$ cat src/rcp_map.svh
// constants of the remote control pin logic
`ifndef RCP_MAP_SVH
`define RCP_MAP_SVH
// register byte addresses
`define RCP_CTRL_ADDR    32'h0000_0000
`define RCP_STAT_ADDR    32'h0000_0004
`define RCP_INTST_ADDR   32'h0000_0008
`define RCP_INTMSK_ADDR  32'h0000_000C
`define RCP_RXCMD_ADDR   32'h0000_0010
`define RCP_LINES_ADDR   32'h0000_0014
// control register fields
`define RCP_CTRL_RX_BIT    0
`define RCP_CTRL_TX_BIT    1
`define RCP_CTRL_STATE_LSB 2
`define RCP_CTRL_RESET     32'h0000_0000
// interrupt status bits
`define RCP_INT_INCHG_BIT  0
`define RCP_INT_ACK_BIT    1
`define RCP_INT_BIND_BIT   2
`define RCP_INT_FACT_BIT   3
`define RCP_INT_W          4
// timing
`define RCP_CLK_HZ         50_000_000
`define RCP_TICK_HZ        1_000
`define RCP_TICK_DIV       (`RCP_CLK_HZ / `RCP_TICK_HZ)
`define RCP_ACK_HOLD_MS    100
`define RCP_ACK_TICKS      (`RCP_ACK_HOLD_MS * `RCP_TICK_HZ / 1000)
`define RCP_IND_UNIT_MS    50
`define RCP_IND_PERIOD_MS  1000
`define RCP_BIND_PRESSES   5
`define RCP_BIND_WIN_MS    3000
`endif

$ cat src/rcp_pkg.sv
// types of the remote control pin logic
package rcp_pkg;
  typedef struct packed {
    logic [7:0] lines;
    logic       valid;
  } rcp_cmd_t;
  typedef struct packed {
    logic       ack_en;
    logic       toggle_sel;
    logic       low_group_direction;
    logic       high_group_direction;
  } rcp_straps_t;
endpackage

$ cat src/rcp_top.sv
// pin control logic of the remote control transceiver
// ---------------------------------------------------------------
// ---------------------------------------------------------------
`include "rcp_map.svh"
module rcp_top
  import rcp_pkg::*;
(
  // clock and reset
  input  wire logic        hclk,
  input  wire logic        hresetn,
  // ahb-lite slave
  input  wire logic        hsel,
  input  wire logic [31:0] haddr,
  input  wire logic [1:0]  htrans,
  input  wire logic        hwrite,
  input  wire logic [2:0]  hsize,
  input  wire logic        hready,
  input  wire logic [31:0] hwdata,
  output logic      [31:0] hrdata,
  output logic             hreadyout,
  output logic             hresp,
  output logic             irq,
  // pins
  input  wire logic        reset_pin_n,
  input  wire logic        sleep_req_n,
  input  wire logic        low_group_direction,
  input  wire logic        high_group_direction,
  input  wire logic        toggle_sel,
  input  wire logic        ack_en,
  input  wire logic        bind_req,
  input  wire logic [7:0]  status_lines_in,
  output logic      [7:0]  status_lines_out,
  output logic      [7:0]  status_lines_oe,
  output logic             receive_amp_enable,
  output logic             transmit_amp_enable,
  output logic             activity_indicator,
  output logic             reply_received,
  output logic             reply_request,
  output logic             bind_start,
  output logic             factory_default,
  // radio core side
  input  wire logic [8:0]  rx_cmd,
  input  wire logic        ack_match
);
  // -------------------------------------------------------------
  // pin synchronisers
  // -------------------------------------------------------------
  localparam int SW = 15;
  logic [SW-1:0] pins_s;
  rcp_straps_t   straps;
  rcp_cmd_t      cmd;
  logic [7:0]    lines_s;
  logic          bind_s;
  logic          sleep_s;
  logic          rst_s;
  rcp_sync #(.W(SW)) u_sync (
    .hclk    (hclk),
    .hresetn (hresetn),
    .d       ({reset_pin_n, sleep_req_n, low_group_direction,
               high_group_direction, toggle_sel, ack_en, bind_req,
               status_lines_in}),
    .q       (pins_s)
  );
  assign rst_s   = pins_s[14];
  assign sleep_s = pins_s[13];
  assign straps  = rcp_straps_t'({pins_s[9], pins_s[10], pins_s[12],
                                  pins_s[11]});
  assign bind_s  = pins_s[8];
  assign lines_s = pins_s[7:0];
  assign cmd     = rcp_cmd_t'(rx_cmd);
  // -------------------------------------------------------------
  // run enable from reset pin and sleep request
  // -------------------------------------------------------------
  logic run;
  assign run = rst_s & sleep_s;
  // -------------------------------------------------------------
  // direction and outputs
  // -------------------------------------------------------------
  logic [7:0] out_mask;
  logic [7:0] in_mask;
  logic [7:0] out_r;
  logic [7:0] out_nxt;
  logic [7:0] hit;
  assign out_mask = {{4{~straps.high_group_direction}},
                     {4{~straps.low_group_direction}}};
  assign in_mask  = ~out_mask;
  assign hit      = cmd.valid ? (cmd.lines & out_mask) : 8'h00;
  assign out_nxt  = !run ? 8'h00 :
                    straps.toggle_sel ? (out_r ^ hit) & out_mask
                    : (cmd.valid ? hit : out_r & out_mask);
  always_ff @(posedge hclk or negedge hresetn) begin
    if (!hresetn) out_r <= 8'h00;
    else          out_r <= out_nxt;
  end
  assign status_lines_out = out_r;
  assign status_lines_oe  = run ? out_mask : 8'h00;
  // -------------------------------------------------------------
  // momentary release: outputs hold when commands stop and drop on a valid frame with zero lines
  // -------------------------------------------------------------
  // handled above: in momentary mode a gap frame from the core with
  // valid set and zero lines clears the output
  // -------------------------------------------------------------
  // millisecond tick
  // -------------------------------------------------------------
  logic [15:0] div_r;
  logic        tick;
  assign tick = (div_r == 16'(`RCP_TICK_DIV - 1));
  always_ff @(posedge hclk or negedge hresetn) begin
    if (!hresetn)  div_r <= 16'h0000;
    else if (tick) div_r <= 16'h0000;
    else           div_r <= div_r + 16'h0001;
  end
  // -------------------------------------------------------------
  // reply received hold
  // -------------------------------------------------------------
  logic [7:0] ack_cnt_r;
  always_ff @(posedge hclk or negedge hresetn) begin
    if (!hresetn)
      ack_cnt_r <= 8'h00;
    else if (!run)
      ack_cnt_r <= 8'h00;
    else if (ack_match)
      ack_cnt_r <= 8'(`RCP_ACK_TICKS);
    else if (tick && ack_cnt_r != 8'h00)
      ack_cnt_r <= ack_cnt_r - 8'h01;
  end
  assign reply_received = (ack_cnt_r != 8'h00);
  // -------------------------------------------------------------
  // acknowledgement request
  // -------------------------------------------------------------
  logic reply_r;
  always_ff @(posedge hclk or negedge hresetn) begin
    if (!hresetn) reply_r <= 1'b0;
    else          reply_r <= run & cmd.valid & straps.ack_en;
  end
  assign reply_request = reply_r;
  // -------------------------------------------------------------
  // control register and amp enables
  // -------------------------------------------------------------
  logic [31:0] ctrl_r;
  logic        rx_r;
  logic        tx_r;
  always_ff @(posedge hclk or negedge hresetn) begin
    if (!hresetn) begin
      rx_r <= 1'b0;
      tx_r <= 1'b0;
    end else begin
      rx_r <= run & ctrl_r[`RCP_CTRL_RX_BIT];
      tx_r <= run & ctrl_r[`RCP_CTRL_TX_BIT];
    end
  end
  assign receive_amp_enable  = rx_r;
  assign transmit_amp_enable = tx_r;
  // -------------------------------------------------------------
  // bind request and factory default sequence
  // -------------------------------------------------------------
  logic        bind_d_r;
  logic        bind_rise;
  logic [2:0]  press_r;
  logic [11:0] win_r;
  logic        start_r;
  logic        fact_r;
  assign bind_rise = run & bind_s & ~bind_d_r;
  always_ff @(posedge hclk or negedge hresetn) begin
    if (!hresetn) begin
      bind_d_r <= 1'b0;
      press_r  <= 3'h0;
      win_r    <= 12'h000;
      start_r  <= 1'b0;
      fact_r   <= 1'b0;
    end else begin
      bind_d_r <= bind_s;
      start_r  <= bind_rise;
      fact_r   <= 1'b0;
      if (bind_rise) begin
        win_r <= 12'(`RCP_BIND_WIN_MS);
        if (press_r == 3'(`RCP_BIND_PRESSES - 1)) begin
          press_r <= 3'h0;
          fact_r  <= 1'b1;
        end else begin
          press_r <= press_r + 3'h1;
        end
      end else if (tick && win_r != 12'h000) begin
        win_r <= win_r - 12'h001;
        if (win_r == 12'h001) press_r <= 3'h0;
      end
    end
  end
  assign bind_start      = start_r;
  assign factory_default = fact_r;
  // -------------------------------------------------------------
  // activity indicator
  // -------------------------------------------------------------
  logic [9:0] ind_r;
  logic [9:0] on_ms;
  logic [1:0] state_f;
  logic       ind_q_r;
  assign state_f = ctrl_r[`RCP_CTRL_STATE_LSB +: 2];
  assign on_ms   = 10'(`RCP_IND_UNIT_MS) * ({8'h00, state_f} + 10'h001);
  always_ff @(posedge hclk or negedge hresetn) begin
    if (!hresetn) begin
      ind_r   <= 10'h000;
      ind_q_r <= 1'b0;
    end else begin
      if (tick) begin
        if (ind_r == 10'(`RCP_IND_PERIOD_MS - 1)) ind_r <= 10'h000;
        else ind_r <= ind_r + 10'h001;
      end
      ind_q_r <= run & (ind_r < on_ms);
    end
  end
  assign activity_indicator = ind_q_r;
  // -------------------------------------------------------------
  // interrupt status
  // -------------------------------------------------------------
  logic [7:0]               lines_d_r;
  logic [`RCP_INT_W-1:0]    int_st_r;
  logic [`RCP_INT_W-1:0]    int_msk_r;
  logic [`RCP_INT_W-1:0]    int_set;
  logic [`RCP_INT_W-1:0]    int_clr;
  assign int_set = {fact_r, start_r, run & ack_match,
                    |((lines_s ^ lines_d_r) & in_mask)};
  // -------------------------------------------------------------
  // ahb-lite slave
  // -------------------------------------------------------------
  logic        ap_r;
  logic        ap_wr_r;
  logic [31:0] ap_addr_r;
  logic        take;
  logic        wr_dp;
  logic        rd_take;
  logic [31:0] rd_mux;
  logic [31:0] rdata_r;
  assign take    = hsel & hready & htrans[1];
  assign wr_dp   = ap_r & ap_wr_r;
  assign rd_take = take & ~hwrite;
  assign int_clr = (wr_dp && ap_addr_r == `RCP_INTST_ADDR) ?
                   hwdata[`RCP_INT_W-1:0] : '0;
  assign rd_mux  =
    (haddr == `RCP_CTRL_ADDR)   ? ctrl_r :
    (haddr == `RCP_STAT_ADDR)   ? {24'h0000_00, 1'b0, reply_received,
                                   activity_indicator, run,
                                   straps.ack_en, straps.toggle_sel,
                                   straps.high_group_direction,
                                   straps.low_group_direction} :
    (haddr == `RCP_INTST_ADDR)  ? {28'h0000_000, int_st_r} :
    (haddr == `RCP_INTMSK_ADDR) ? {28'h0000_000, int_msk_r} :
    (haddr == `RCP_RXCMD_ADDR)  ? {24'h0000_00, out_r} :
    (haddr == `RCP_LINES_ADDR)  ? {24'h0000_00, lines_s & in_mask} :
    32'h0000_0000;
  always_ff @(posedge hclk or negedge hresetn) begin
    if (!hresetn) begin
      ap_r      <= 1'b0;
      ap_wr_r   <= 1'b0;
      ap_addr_r <= 32'h0000_0000;
      rdata_r   <= 32'h0000_0000;
    end else begin
      ap_r    <= take;
      ap_wr_r <= take & hwrite;
      if (take) ap_addr_r <= haddr;
      if (rd_take) rdata_r <= rd_mux;
    end
  end
  always_ff @(posedge hclk or negedge hresetn) begin
    if (!hresetn) begin
      ctrl_r    <= `RCP_CTRL_RESET;
      int_msk_r <= '0;
      int_st_r  <= '0;
      lines_d_r <= 8'h00;
    end else begin
      lines_d_r <= lines_s;
      if (wr_dp && ap_addr_r == `RCP_CTRL_ADDR)   ctrl_r    <= hwdata;
      if (wr_dp && ap_addr_r == `RCP_INTMSK_ADDR)
        int_msk_r <= hwdata[`RCP_INT_W-1:0];
      int_st_r <= (int_st_r & ~int_clr) | int_set;
    end
  end
  assign hrdata    = rdata_r;
  assign hreadyout = 1'b1;
  assign hresp     = 1'b0;
  assign irq       = |(int_st_r & int_msk_r);
endmodule

$ cat src/rcp_sync.sv
// two flip-flop synchroniser for pin inputs
module rcp_sync #(
  parameter int W = 1
) (
  // clock and reset
  input  wire logic         hclk,
  input  wire logic         hresetn,
  // data
  input  wire logic [W-1:0] d,
  output logic      [W-1:0] q
);
  logic [W-1:0] meta_r;
  always_ff @(posedge hclk or negedge hresetn) begin
    if (!hresetn) begin
      meta_r <= '0;
      q      <= '0;
    end else begin
      meta_r <= d;
      q      <= meta_r;
    end
  end
endmodule

$ cat config.mk
export PLATFORM = sky130hd
export DESIGN_NAME = rcp_top
export DESIGN_NICKNAME = d
export VERILOG_FILES = /design/src/rcp_pkg.sv /design/src/rcp_top.sv /design/src/rcp_sync.sv
export VERILOG_INCLUDE_DIRS = /design/src
export SDC_FILE = /design/constraint.sdc
export NUM_CORES = 1
export LEC_CHECK = 0
export BUFFER_PORTS_ARGS = -buffer_cell sky130_fd_sc_hd__buf_4
export CAP_MARGIN = 20
export CORE_MARGIN = 4
export CORE_UTILIZATION = 46
export DETAILED_ROUTE_END_ITERATION = 8
export MAX_ROUTING_LAYER = met4
export PLACE_DENSITY = 0.74
export SLEW_MARGIN = 20
export SYNTH_ARGS = -nofsm -noshare
export SYNTH_HDL_FRONTEND = slang
export SYNTH_HIERARCHICAL = 1
export SYNTH_SLANG_ARGS = --single-unit
export TNS_END_PERCENT = 50
$ cat constraint.sdc
create_clock -name hclk -period 2.5 [get_ports hclk]
set_input_delay 0.75 -clock hclk [delete_from_list [all_inputs] [get_ports hclk]]
set_output_delay 0.75 -clock hclk [all_outputs]
set_load 0.02 [all_outputs]
======== Word level (Yosys, flattened, before mapping) ========
Index checks and enable logic that the tools add are counted.
word-level totals
  register bits ........................... 208
  word-level logic and storage cells ...... 112
cells by class
  $add $sub $neg .......................... 6
  multiply operators ...................... 1
  magnitude comparators ................... 1
  equal/unequal tests ..................... 12
  muxes and demuxes ....................... 25
  bitwise gates (word level) .............. 30
  reduce and logical (&&, ||, !) cells .... 14
operators by type and width
  cell                     count
  $eq A32 B4 Y1 const B    4
  $mux W8                  13
  $eq A32 B5 Y1 const B    2
  $logic_not A32 Y1        2
  $and A8 B8 Y8            5
  $eq A32 B3 Y1 const B    1
  $mux W32                 1
  $mux W12                 2
  $add A16 B1 Y16 const B  1
  $eq A16 B16 Y1 const B   1
  $mux W16                 1
  $xor A8 B8 Y8            2
  $and A1 B1 Y1            14
  $eq A12 B1 Y1 const B    1
  $mux W3                  4
  $reduce_bool A12 Y1      1
  $sub A12 B1 Y12 const B  1
  $add A10 B1 Y10 const B  1
  $eq A10 B10 Y1 const B   1
  $lt A10 B9 Y1            1
  $mux W10                 1
  $and A4 B4 Y4            2
  $mul A5 B3 Y8 const A    1
  $not A8 Y8               1
  16 further kinds         25

======== Longest topological paths before layout ========
Gate-level depths: netlist of the first run.
  depth after elaboration ................. 9
  mapped depth ............................ 9
  mapped depth without buffers ............ 8

======== Cells and area by module ========
The synthesis of the first run kept the hierarchy.
by module, submodules not included
  module    instances  cells each  area an instance (sq um)  seq. area each (sq um)
  rcp_top   1          704         8104.0                    4454.3
  rcp_sync  1          30          750.7                     750.7

======== Worst setup path after synthesis of the first run ========
Ideal clock, no wire load.
  kind .................................... input-to-reg
  start point ............................. in haddr[22]
  end point ............................... reg rdata_r[11], in the netlist hrdata[11]
  arrival ................................. 2.036 ns
  path slack .............................. 0.398 ns
  stages .................................. 6
  path buffers ............................ 1
  cells stage by stage .................... nor4_1 -> nand4_1 -> or3_1 -> nor2_2 -> buf_4 -> a22o_1
between the ends
  cells in the longest elaborated chain, start to end .. 2
ends and longest elaborated chain
  item                         line            source
  from (decl)                  rcp_top.sv:13   input wire logic [31:0] haddr,
  $logic_not A32 Y1 (no line)  --
  $mux W32                     rcp_top.sv:240  (haddr == `RCP_CTRL_ADDR) ? ctrl_r :
  to (signal assigned)         rcp_top.sv:261  if (rd_take) rdata_r <= rd_mux;
  to (decl)                    rcp_top.sv:233  logic [31:0] rdata_r;
No other way between the ends.
A chain may end at the register's enable or synchronous reset.

======== Final worst setup path of the first run ========
  start point ............................. reg ack_cnt_r[5]
  end point ............................... out reply_received
between the ends
  cells in the longest elaborated chain, start to end .. 1
ends and longest elaborated chain
  item                    line            source
  from (decl)             rcp_top.sv:116  logic [7:0] ack_cnt_r;
  from (signal assigned)  rcp_top.sv:123  ack_cnt_r <= 8'(`RCP_ACK_TICKS);
  from (signal assigned)  rcp_top.sv:125  ack_cnt_r <= ack_cnt_r - 8'h01;
  $reduce_bool A8 Y1      rcp_top.sv:127  assign reply_received = (ack_cnt_r != 8'h00);
  to (decl)               rcp_top.sv:37   output logic reply_received,
No other way between the ends.

==> impl_metrics.json, run 1 <==
{
  "ys_seq_area_share_pct": 58.8,
  "slew_viol_final": 0,
  "critical_path_required_ns": 1.75,
  "dpl.hpwl_mm": 14.1,
  "setup_viol": 1,
  "fin_cells": 1170,
  "ant_nets": 0,
  "wl_mm": 19.7,
  "avgSynthCellArea_um2": 12.1,
  "post-route-min-period_ns": 2.55,
  "grt_usage_pct": 18.8,
  "io_pins": 157,
  "design.core.area_mm2": 0.0188,
  "cts_made_buffers": 22,
  "maxSlewHeadroom_pct": 63.7,
  "cts_buffer_depth": 3,
  "clock-sinks": 208,
  "htree_levels": 1,
  "start_util_pct": 47.0,
  "max_freq_ghz": 0.393,
  "finalCritPeriodShare_pct": 102,
  "setup_ws_ns": -0.0476,
  "whs_ns": 0.215,
  "antenna_found_initial": 1,
  "cts.clk_slew.worst_paths_ns": 0.06,
  "die_x_um": 147,
  "yosysUniqueCellTypes": 57,
  "synthTopCellsByArea": "dfrtp_1 59%, mux2_2 8.6%, a22o_1 3.0%",
  "worst-path-max-fanout": 2,
  "syn-num-nets": 851,
  "yosys.area.top_type_share_pct": 58.8,
  "routed_via_density": 5.35,
  "grt_max_degree": 53,
  "grt_pass1_wl_mm": 32.8,
  "fillers": 1538,
  "dpl_cell_area_mm2": 0.0103,
  "syn2layout_area_growth_pct": 25.3,
  "netlist_area_mm2": 0.00885,
  "firstDrtPassIters": 5,
  "ys_warn_count": 6,
  "tightest_slew_ns": 0.540,
  "dp.cells": 1125,
  "crit_arrival_ns": 1.80,
  "cts_tree": "yes",
  "p_leak_nw": 5.22,
  "place_congestion": 0.819,
  "fin_setup_tns_ns": -0.0476,
  "skew_ns": 0.0138,
  "startpoint_type": "flip-flop",
  "ir_drop_v": 0.000566,
  "synth_ff_type": "dfrtp_1",
  "synth_cells": 734,
  "grt_pass1_vias": 6320,
  "synth-seq-cells": 208,
  "synthArstFlopShare_pct": 100,
  "cap_viol_max_count": 0,
  "fin_area_mm2": 0.0111,
  "drtIter0Drc": 369,
  "die_y_um": 147,
  "clockRootBuffer": "clkbuf_16",
  "vias": 6257,
  "holdCritPathClass": "input port to async pin",
  "wl_per_cell_um": 16.8,
  "die_area_mm2": 0.0215,
  "synth_edf_count": 0,
  "port_buffers": 150,
  "drive_above_1_share_pct": 31.6,
  "overflow": 0,
  "status": "finished, violations left",
  "grt_setup_unrepaired": "yes",
  "power_density_mw_per_mm2": 673,
  "insertion_delay_ns": 0.50,
  "hold_viol": 0,
  "final_net_count": 1011,
  "violations": "negative setup slack",
  "drc": 0,
  "rows": 50,
  "end_kind": "primary output",
  "worstSetupPathType": "flip-flop to primary output",
  "yosysTopAreaCell": "dfrtp_1"
}
[final timing paths]
kind | slack [ns] | from | end | cells after the start
max | -0.05 | ack_cnt_r[5] | reply_received | 4
min | 0.22 | hresetn | ap_addr_r[17] | 1
max reg2reg | 0.29 | ap_addr_r[17] | int_msk_r[3] | 5
min reg2reg | 0.35 | u_sync/meta_r[7] | u_sync/q[7] | 0
max in group asynchronous | 1.67 | hresetn | u_sync/q[14] | 2
min in group hclk | 0.35 | u_sync/meta_r[7] | u_sync/q[7] | 0
[critical path, stage by stage, from the launching register on]
cell     delay (ns)
dfrtp_1        0.38
or4_4          0.55
nor3_4         0.16
inv_2          0.07
buf_6          0.13
[sequential cells by signal, indices dropped and copies added (netlist names), 3 cells and up]
register and flops:
ap_addr_r 32, ctrl_r 32, hrdata 32, div_r 16
u_sync/meta_r 15, u_sync/q 15, win_r 12, ind_r 10
ack_cnt_r 8, lines_d_r 8, status_lines_out 8, int_msk_r 4
int_st_r 4, press_r 3
[per-layer routing]
layer | GRT usage (%) | up-vias | part of all wire (%) | wire length (um)
met5 | - | - | 0 | 0
li1 | - | 2949 | - | -
met1 | 25.9 | 3085 | 45 | 8880
met3 | 4.01 | 32 | 6.6 | 1300
met4 | 4.33 | 0 | 1.8 | 357
met2 | 29.1 | 191 | 47 | 9160
[stage by stage]
step	utilization, %	power (mW)	setup slack, ns
final	58.9	7.46	-0.0476
after global routing	58.9	7.78	-0.116
after CTS	58.9	7.57	-0.0512
after detailed placement	54.8	4.30	-0.0261
after global placement	54.8	4.28	0.0126
after floorplan	-	3.99	0.398
[synthesized netlist by cell type (all sizes together), types with 6 or more instances]
library cell / n
dfrtp: 208
mux2: 68
nor2: 51
nand2: 41
o21ai: 35
a22o: 30
a21oi: 22
inv: 22
nand3: 22
xor2: 21
buf: 20
nor4: 19
ha: 18
clkbuf: 17
nand4: 14
xnor2: 14
a31oi: 10
nand2b: 10
and3: 8
a211oi: 6
mux2i: 6
nor3: 6
[logic make-up (layout without fill, tap and decap cells)]
logic type                 Yosys count  after routing  synth area share [%]
and+or+nand+nor                    206            206                  12.5
buffers and inverters               59            234                  3.14
xor gates and xnor gates            35             35                  3.46
muxes                               75             75                  9.58
adders and majority gates           18             18                  2.54
other                                2              3                0.0848
DFF                                208            208                  58.8
AOI/OAI and AO/OA                  131            131                  9.91
[placed cells by master, fill, tap and decap left out, drive strengths merged, types with 18 or more instances in the layout]
| master | count |
|---|---|
| mux2 | 68 |
| o21ai | 35 |
| inv | 22 |
| nand3 | 22 |
| nand2 | 41 |
| ha | 18 |
| dfrtp | 208 |
| a22o | 30 |
| nor2 | 51 |
| buf | 172 |
| clkbuf | 33 |
| nor4 | 19 |
| xor2 | 21 |
| a21oi | 22 |
[what timing repair did]
item,in CTS,in global routing
resized for setup,1,0
endpoints found under the hold margin,0,0
endpoints found under the setup margin,1,1
gates cloned,0,0
pin swaps,2,0
hold buffers,0,0
setup buffers,5,0
[layout make-up]
type,instances,area [um2],area share [%]
Sequential cell,208,5200,46.9
Clock buffer,32,629,5.67
Inverter,22,82.6,0.745
Tap cell,260,325,2.93
Multi-Input combinational cell,467,3370,30.4
Antenna cell,1,2.50,0.0226
Clock inverter,7,90.1,0.812
Timing Repair Buffer,173,1380,12.5
[report_power, final]
group          leakage, nW  switching [mW]  internal (mW)  total [mW]
Sequential            2.66           0.123           3.54        3.66
Clock                0.346            1.26           1.95        3.21
Combinational         2.21           0.274          0.308       0.582
Total                 5.22            1.66           5.80        7.46
Note: power is estimated with default switching activity, not from simulation.
==> run 2, diff against run 1 <==
--- a/config.mk
+++ b/config.mk
@@ -8,11 +8,13 @@
 export LEC_CHECK = 0
 export BUFFER_PORTS_ARGS = -buffer_cell sky130_fd_sc_hd__buf_4
 export CAP_MARGIN = 20
-export CORE_MARGIN = 4
-export CORE_UTILIZATION = 46
+export CELL_PAD_IN_SITES_DETAIL_PLACEMENT = 1
+export CELL_PAD_IN_SITES_GLOBAL_PLACEMENT = 1
+export CORE_MARGIN = 2
+export CORE_UTILIZATION = 44
 export DETAILED_ROUTE_END_ITERATION = 8
 export MAX_ROUTING_LAYER = met4
-export PLACE_DENSITY = 0.74
+export PLACE_DENSITY = 0.85
 export SLEW_MARGIN = 20
 export SYNTH_ARGS = -nofsm -noshare
 export SYNTH_HDL_FRONTEND = slang
==> run 2 against run 1 <==
  * The run still ends with negative setup slack left
  * Largest power group unchanged
  * Global-route usage increased by 5.4 points
  * Via count increased by 3.8%
  * Critical path type unchanged
  * Clock skew decreased by 0.0038 ns
  * First-iteration DRC count decreased by 39%
  * Clock power increased by 8.7%
  * Highest routed layer unchanged
==> impl_metrics.json, run 2 (synthesis results as in run 1) <==
{
  "wl_mm": 24.4,
  "critical_path_required_ns": 1.75,
  "antenna_found_initial": 0,
  "syn2layout_area_growth_pct": 26.1,
  "layout_common_cells": "208 x dfrtp_1, 170 x buf_4, 68 x mux2_2, 50 x nor2_1, 41 x nand2_1",
  "cp_num_buf_inv": 2,
  "max_freq_ghz": 0.394,
  "cts_buffer_depth": 3,
  "design.core.area_mm2": 0.0196,
  "clockRootBuffer": "clkbuf_16",
  "setup_ws_ns": -0.0411,
  "cts_tree": "yes",
  "place_congestion": 0.795,
  "cp.depth": 4,
  "slowest_delay_ns": 0.56,
  "post-route-min-period_ns": 2.54,
  "startpoint_type": "flip-flop",
  "vias": 6493,
  "slew_viol_final": 0,
  "setup_viol": 1,
  "grt_pass1_vias": 7227,
  "antenna_cells": 0,
  "grt_usage_pct": 24.3,
  "rows": 51,
  "ir_drop_v": 0.000413,
  "io_pins": 157,
  "worstSetupPathType": "flip-flop to primary output",
  "start_util_pct": 45.2,
  "drc": 0,
  "finalCritPeriodShare_pct": 102,
  "crit_arrival_ns": 1.79,
  "drtIter0Drc": 225,
  "final_common_cell": "dfrtp_1",
  "whs_ns": 0.236,
  "drive_above_1_share_pct": 32.7,
  "dpl.hpwl_mm": 17.1,
  "status": "finished, violations left",
  "reg2reg_depth": 5,
  "final_net_count": 1015,
  "end_kind": "primary output",
  "startpoint": "ack_cnt_r[5]",
  "violations": "negative setup slack",
  "clock-sinks": 208,
  "power_density_mw_per_mm2": 696,
  "die_y_um": 146,
  "grt_max_degree": 61,
  "path_cells": "or4_4 -> nor3_4 -> inv_2 -> buf_6",
  "grt_pass1_wl_mm": 40.4,
  "htree_levels": 1,
  "routed_via_density": 5.51,
  "worst-path-max-fanout": 2,
  "ant_nets": 0,
  "reg2reg_slack_ns": 0.29,
  "endpoint": "reply_received",
  "skew_ns": 0.00998,
  "die_x_um": 146,
  "p_leak_nw": 5.27,
  "r2r_start": "ap_addr_r[17]",
  "die_area_mm2": 0.0213,
  "cts_made_buffers": 23,
  "firstDrtPassIters": 4,
  "port_buffers": 150,
  "cap_viol_max_count": 0,
  "cts.clk_slew.worst_paths_ns": 0.06,
  "fin_setup_tns_ns": -0.0411,
  "holdCritPathClass": "input port to async pin",
  "r2r_end": "int_msk_r[1]",
  "maxSlewHeadroom_pct": 57.5,
  "crit_slowest_cell": "or4_4",
  "hold_viol": 0,
  "overflow": 0,
  "ctsHoldBuffers": 0,
  "tightest_slew_ns": 0.632,
  "grt_setup_unrepaired": "yes",
  "insertion_delay_ns": 0.50,
  "cp_top_family": "simple AND/OR/NAND/NOR gates",
  "wl_per_cell_um": 20.7
}
## run 2: cell type report
| class | instances | area (um2) |
|---|---|---|
| flip-flops and latches | 208 | 5200 |
| inverters | 22 | 82.6 |
| well taps | 265 | 332 |
| multi-input cells | 467 | 3390 |
| clock inverters | 9 | 124 |
| fillers | 2056 | 8420 |
| repair buffers | 176 | 1380 |
| clock buffers | 32 | 659 |
## run 2: timing repair
item,CTS,global route
buffers inserted,6,0
gates cloned,0,0
hold endpoints to repair,0,0
pin swaps,2,0
resized for setup,1,4
endpoints found under the setup margin,1,9
## run 2: per-stage QoR
step	cells	setup WS [ns]	util, %	power (mW)	area (um2)
after floorplan	734	0.398	-	3.99	8850
after detailed placement	1132	-0.0727	52.7	4.34	10300
final	1179	-0.0411	57.0	7.78	11200
after global placement	1132	0.0387	52.7	4.28	10300
after CTS	1179	-0.0581	56.9	7.85	11200
after global routing	1179	-0.120	57.0	8.08	11200
## run 2: power breakdown
group          total [mW]  switching (mW)  internal [mW]
Sequential           3.68           0.137           3.54
Clock                3.49            1.34           2.15
Combinational       0.615           0.303          0.311
## run 2: worst min path at each step
stage                startpoint          end  slack (ns)  cells after the start
3_5_place_dp   u_sync/meta_r[9]  u_sync/q[9]        0.34                      0
3_3_place_gp   u_sync/meta_r[8]  u_sync/q[8]        0.33                      0
2_1_floorplan  u_sync/meta_r[0]  u_sync/q[0]        0.33                      0
6_report                hresetn     ind_r[7]        0.24                      1
4_1_cts                 hresetn     ind_r[7]        0.24                      1
5_1_grt                 hresetn     ind_r[7]        0.26                      1
## run 2: metal layers
layer  track usage [%]  share of wire [%]  vias to the layer above
met5                 -                  0                        -
met4              5.20                2.1                        0
met3              3.92                4.4                       40
met2              41.3                 51                      166
met1              30.8                 43                     3329
li1                  -                  -                     2958
==> run 3, diff against run 2 <==
==> constraint.sdc (replaced) <==
create_clock -name hclk -period 2.5 [get_ports hclk]
set_input_delay 0.375 -clock hclk [delete_from_list [all_inputs] [get_ports hclk]]
set_output_delay 0.375 -clock hclk [all_outputs]
set_load 0.02 [all_outputs]
==> run 3 against run 2 <==
  * The run now ends clean
  * Wire length increased by 0.13%
  * Clock power fell by 5%
  * Sequential power about the same
  * Die area unchanged
  * Core utilization is 0.18 points higher
  * Power is 2.1% lower
  * Via count increased by 0.65%
  * Critical path depth unchanged
  * Worst hold slack got worse by 0.13 ns
  * Sequential share of layout area fell by 0.13 points
  * Critical path type unchanged
==> impl_metrics.json, run 3 (synthesis results as in run 1) <==
{
  "crit_slowest_cell": "or4_4",
  "maxSlewHeadroom_pct": 54.0,
  "worstSetupPathType": "flip-flop to primary output",
  "die_y_um": 146,
  "htree_levels": 1,
  "r2r_start": "ap_addr_r[17]",
  "startpoint_type": "flip-flop",
  "worst-path-max-fanout": 7,
  "antenna_cells": 0,
  "pwr-share-comb_pct": 8.1,
  "insertion_delay_ns": 0.50,
  "power.internal_mw": 5.87,
  "seqPwrFrac_pct": 48.2,
  "max_freq_ghz": 0.401,
  "hold_viol": 0,
  "drive_above_1_share_pct": 30.8,
  "antenna_found_initial": 0,
  "design.core.area_mm2": 0.0196,
  "cts_made_buffers": 23,
  "fin_setup_tns_ns": 0,
  "p_switching_mw": 1.75,
  "clockRootBuffer": "clkbuf_16",
  "regArea_mm2": 0.00521,
  "cts_tree": "yes",
  "wl_per_cell_um": 20.7,
  "cap_viol_max_count": 0,
  "dp.cells": 1129,
  "startpoint": "ack_cnt_r[3]",
  "overflow": 0,
  "tightest_slew_ns": 0.690,
  "ant_nets": 0,
  "dpl.hpwl_mm": 16.3,
  "vias": 6535,
  "cts_buffer_depth": 3,
  "place_ws_ns": 0.252,
  "holdCritPathClass": "input port to flip-flop",
  "syn2layout_area_growth_pct": 26.5,
  "dpl_cell_area_mm2": 0.0103,
  "end_kind": "primary output",
  "skew_ns": 0.00736,
  "io_pins": 157,
  "worstHoldStart": "hwdata[12]",
  "post-route-util_pct": 57.2,
  "fin_area_mm2": 0.0112,
  "fin_cells": 1185,
  "wl_met1_mm": 10.5,
  "drtIter0Drc": 345,
  "post-route-min-period_ns": 2.49,
  "crit_arrival_ns": 2.12,
  "power_mw": 7.62,
  "grt_usage_pct": 24.0,
  "port_buffers": 150,
  "drc": 0,
  "firstDrtPassIters": 4,
  "clock-sinks": 208,
  "cp_num_buf_inv": 2,
  "grt_max_degree": 83,
  "final_common_cell": "dfrtp_1",
  "rows": 51,
  "top_layer": "met4",
  "slowest_delay_ns": 0.57,
  "grt_pass1_wl_mm": 39.9,
  "sw_frac_of_total_pct": 22.9,
  "grt_pass1_vias": 7159,
  "multi_input_area_mm2": 0.00337,
  "status": "finished, final reports clean",
  "dr_wl_met2_mm": 12.4,
  "routed_via_density": 5.51,
  "place_congestion": 0.785,
  "wl_mm": 24.5,
  "cp_top_family": "simple AND/OR/NAND/NOR gates",
  "power_density_mw_per_mm2": 680,
  "setup_viol": 0,
  "power.share.clock_pct": 43.7,
  "fillers": 2057,
  "ir_drop_v": 0.000534,
  "path_cells": "or4_4 -> nor3_4 -> inv_4 -> buf_4",
  "die_x_um": 146,
  "final_net_count": 1023,
  "cts.clk_slew.worst_paths_ns": 0.06,
  "p_leak_nw": 5.26,
  "wl_met3_mm": 1.13,
  "die_area_mm2": 0.0213,
  "slew_viol_final": 0,
  "setup_ws_ns": 0.00686,
  "critical_path_required_ns": 2.12,
  "layout_common_cells": "207 x dfrtp_1, 163 x buf_4, 68 x mux2_2, 50 x nor2_1, 41 x nand2_1",
  "finalCritPeriodShare_pct": 99.7,
  "whs_ns": 0.102,
  "start_util_pct": 45.2
}
[run 3: changes by cell type in the layout (fill, tap and decap cells not counted), sizes merged]
cell         before  now
clkinv            5    3
dlygate4sd3       0   16
bufinv            3    2
inv              23   22
clkbuf           33   35
buf             175  167
[run 3: routing by layer]
layer | GRT usage [%] | vias to the layer above
li1 | - | 2959
met1 | 30.5 | 3366
met2 | 40.8 | 174
met3 | 3.89 | 36
met4 | 5.25 | 0
met5 | - | -
[run 3: power by group through the flow]
stage	combinational, mW	sequential [mW]	clock (mW)
after CTS	0.620	3.67	3.39
after floorplan	0.299	3.69	0
final	0.614	3.67	3.33
after detailed placement	0.590	3.73	0
after global routing	0.676	3.69	3.53
after global placement	0.559	3.71	0
[run 3: worst register-to-register path, delay by kind of cell (launching register included)]
kind	cells	cell delay, ns
and+or+nand+nor	4	1.41
DFF	1	0.38
muxes	1	0.36
[run 3: timing repair]
item,4_1_cts,5_1_grt
gates resized for setup,0,2
endpoints found under the hold margin,93,0
hold buffers,16,0
setup endpoints to repair,0,1
buffers inserted,0,1
[run 3: final timing paths]
check / end / slack, ns / cells after the start
min in group asynchronous: ap_addr_r[30] / 0.46 / 2
hold / removal: ctrl_r[12] / 0.10 / 2
max in group asynchronous: ack_cnt_r[3] / 1.25 / 3
setup / recovery: reply_received / 0.007 / 4
setup reg to reg: int_msk_r[0] / 0.24 / 5
hold reg to reg: u_sync/q[0] / 0.35 / 0
[run 3: final cells by class]
| cell class | count | share of cell area (%) |
|---|---|---|
| flip-flops and latches | 208 | 46.5 |
| multi-input cells | 467 | 30.1 |
| repair buffers | 184 | 13.2 |
| clock buffers | 34 | 5.86 |
| well taps | 265 | 2.96 |
| inverters | 22 | 0.759 |
| clock inverters | 5 | 0.670 |
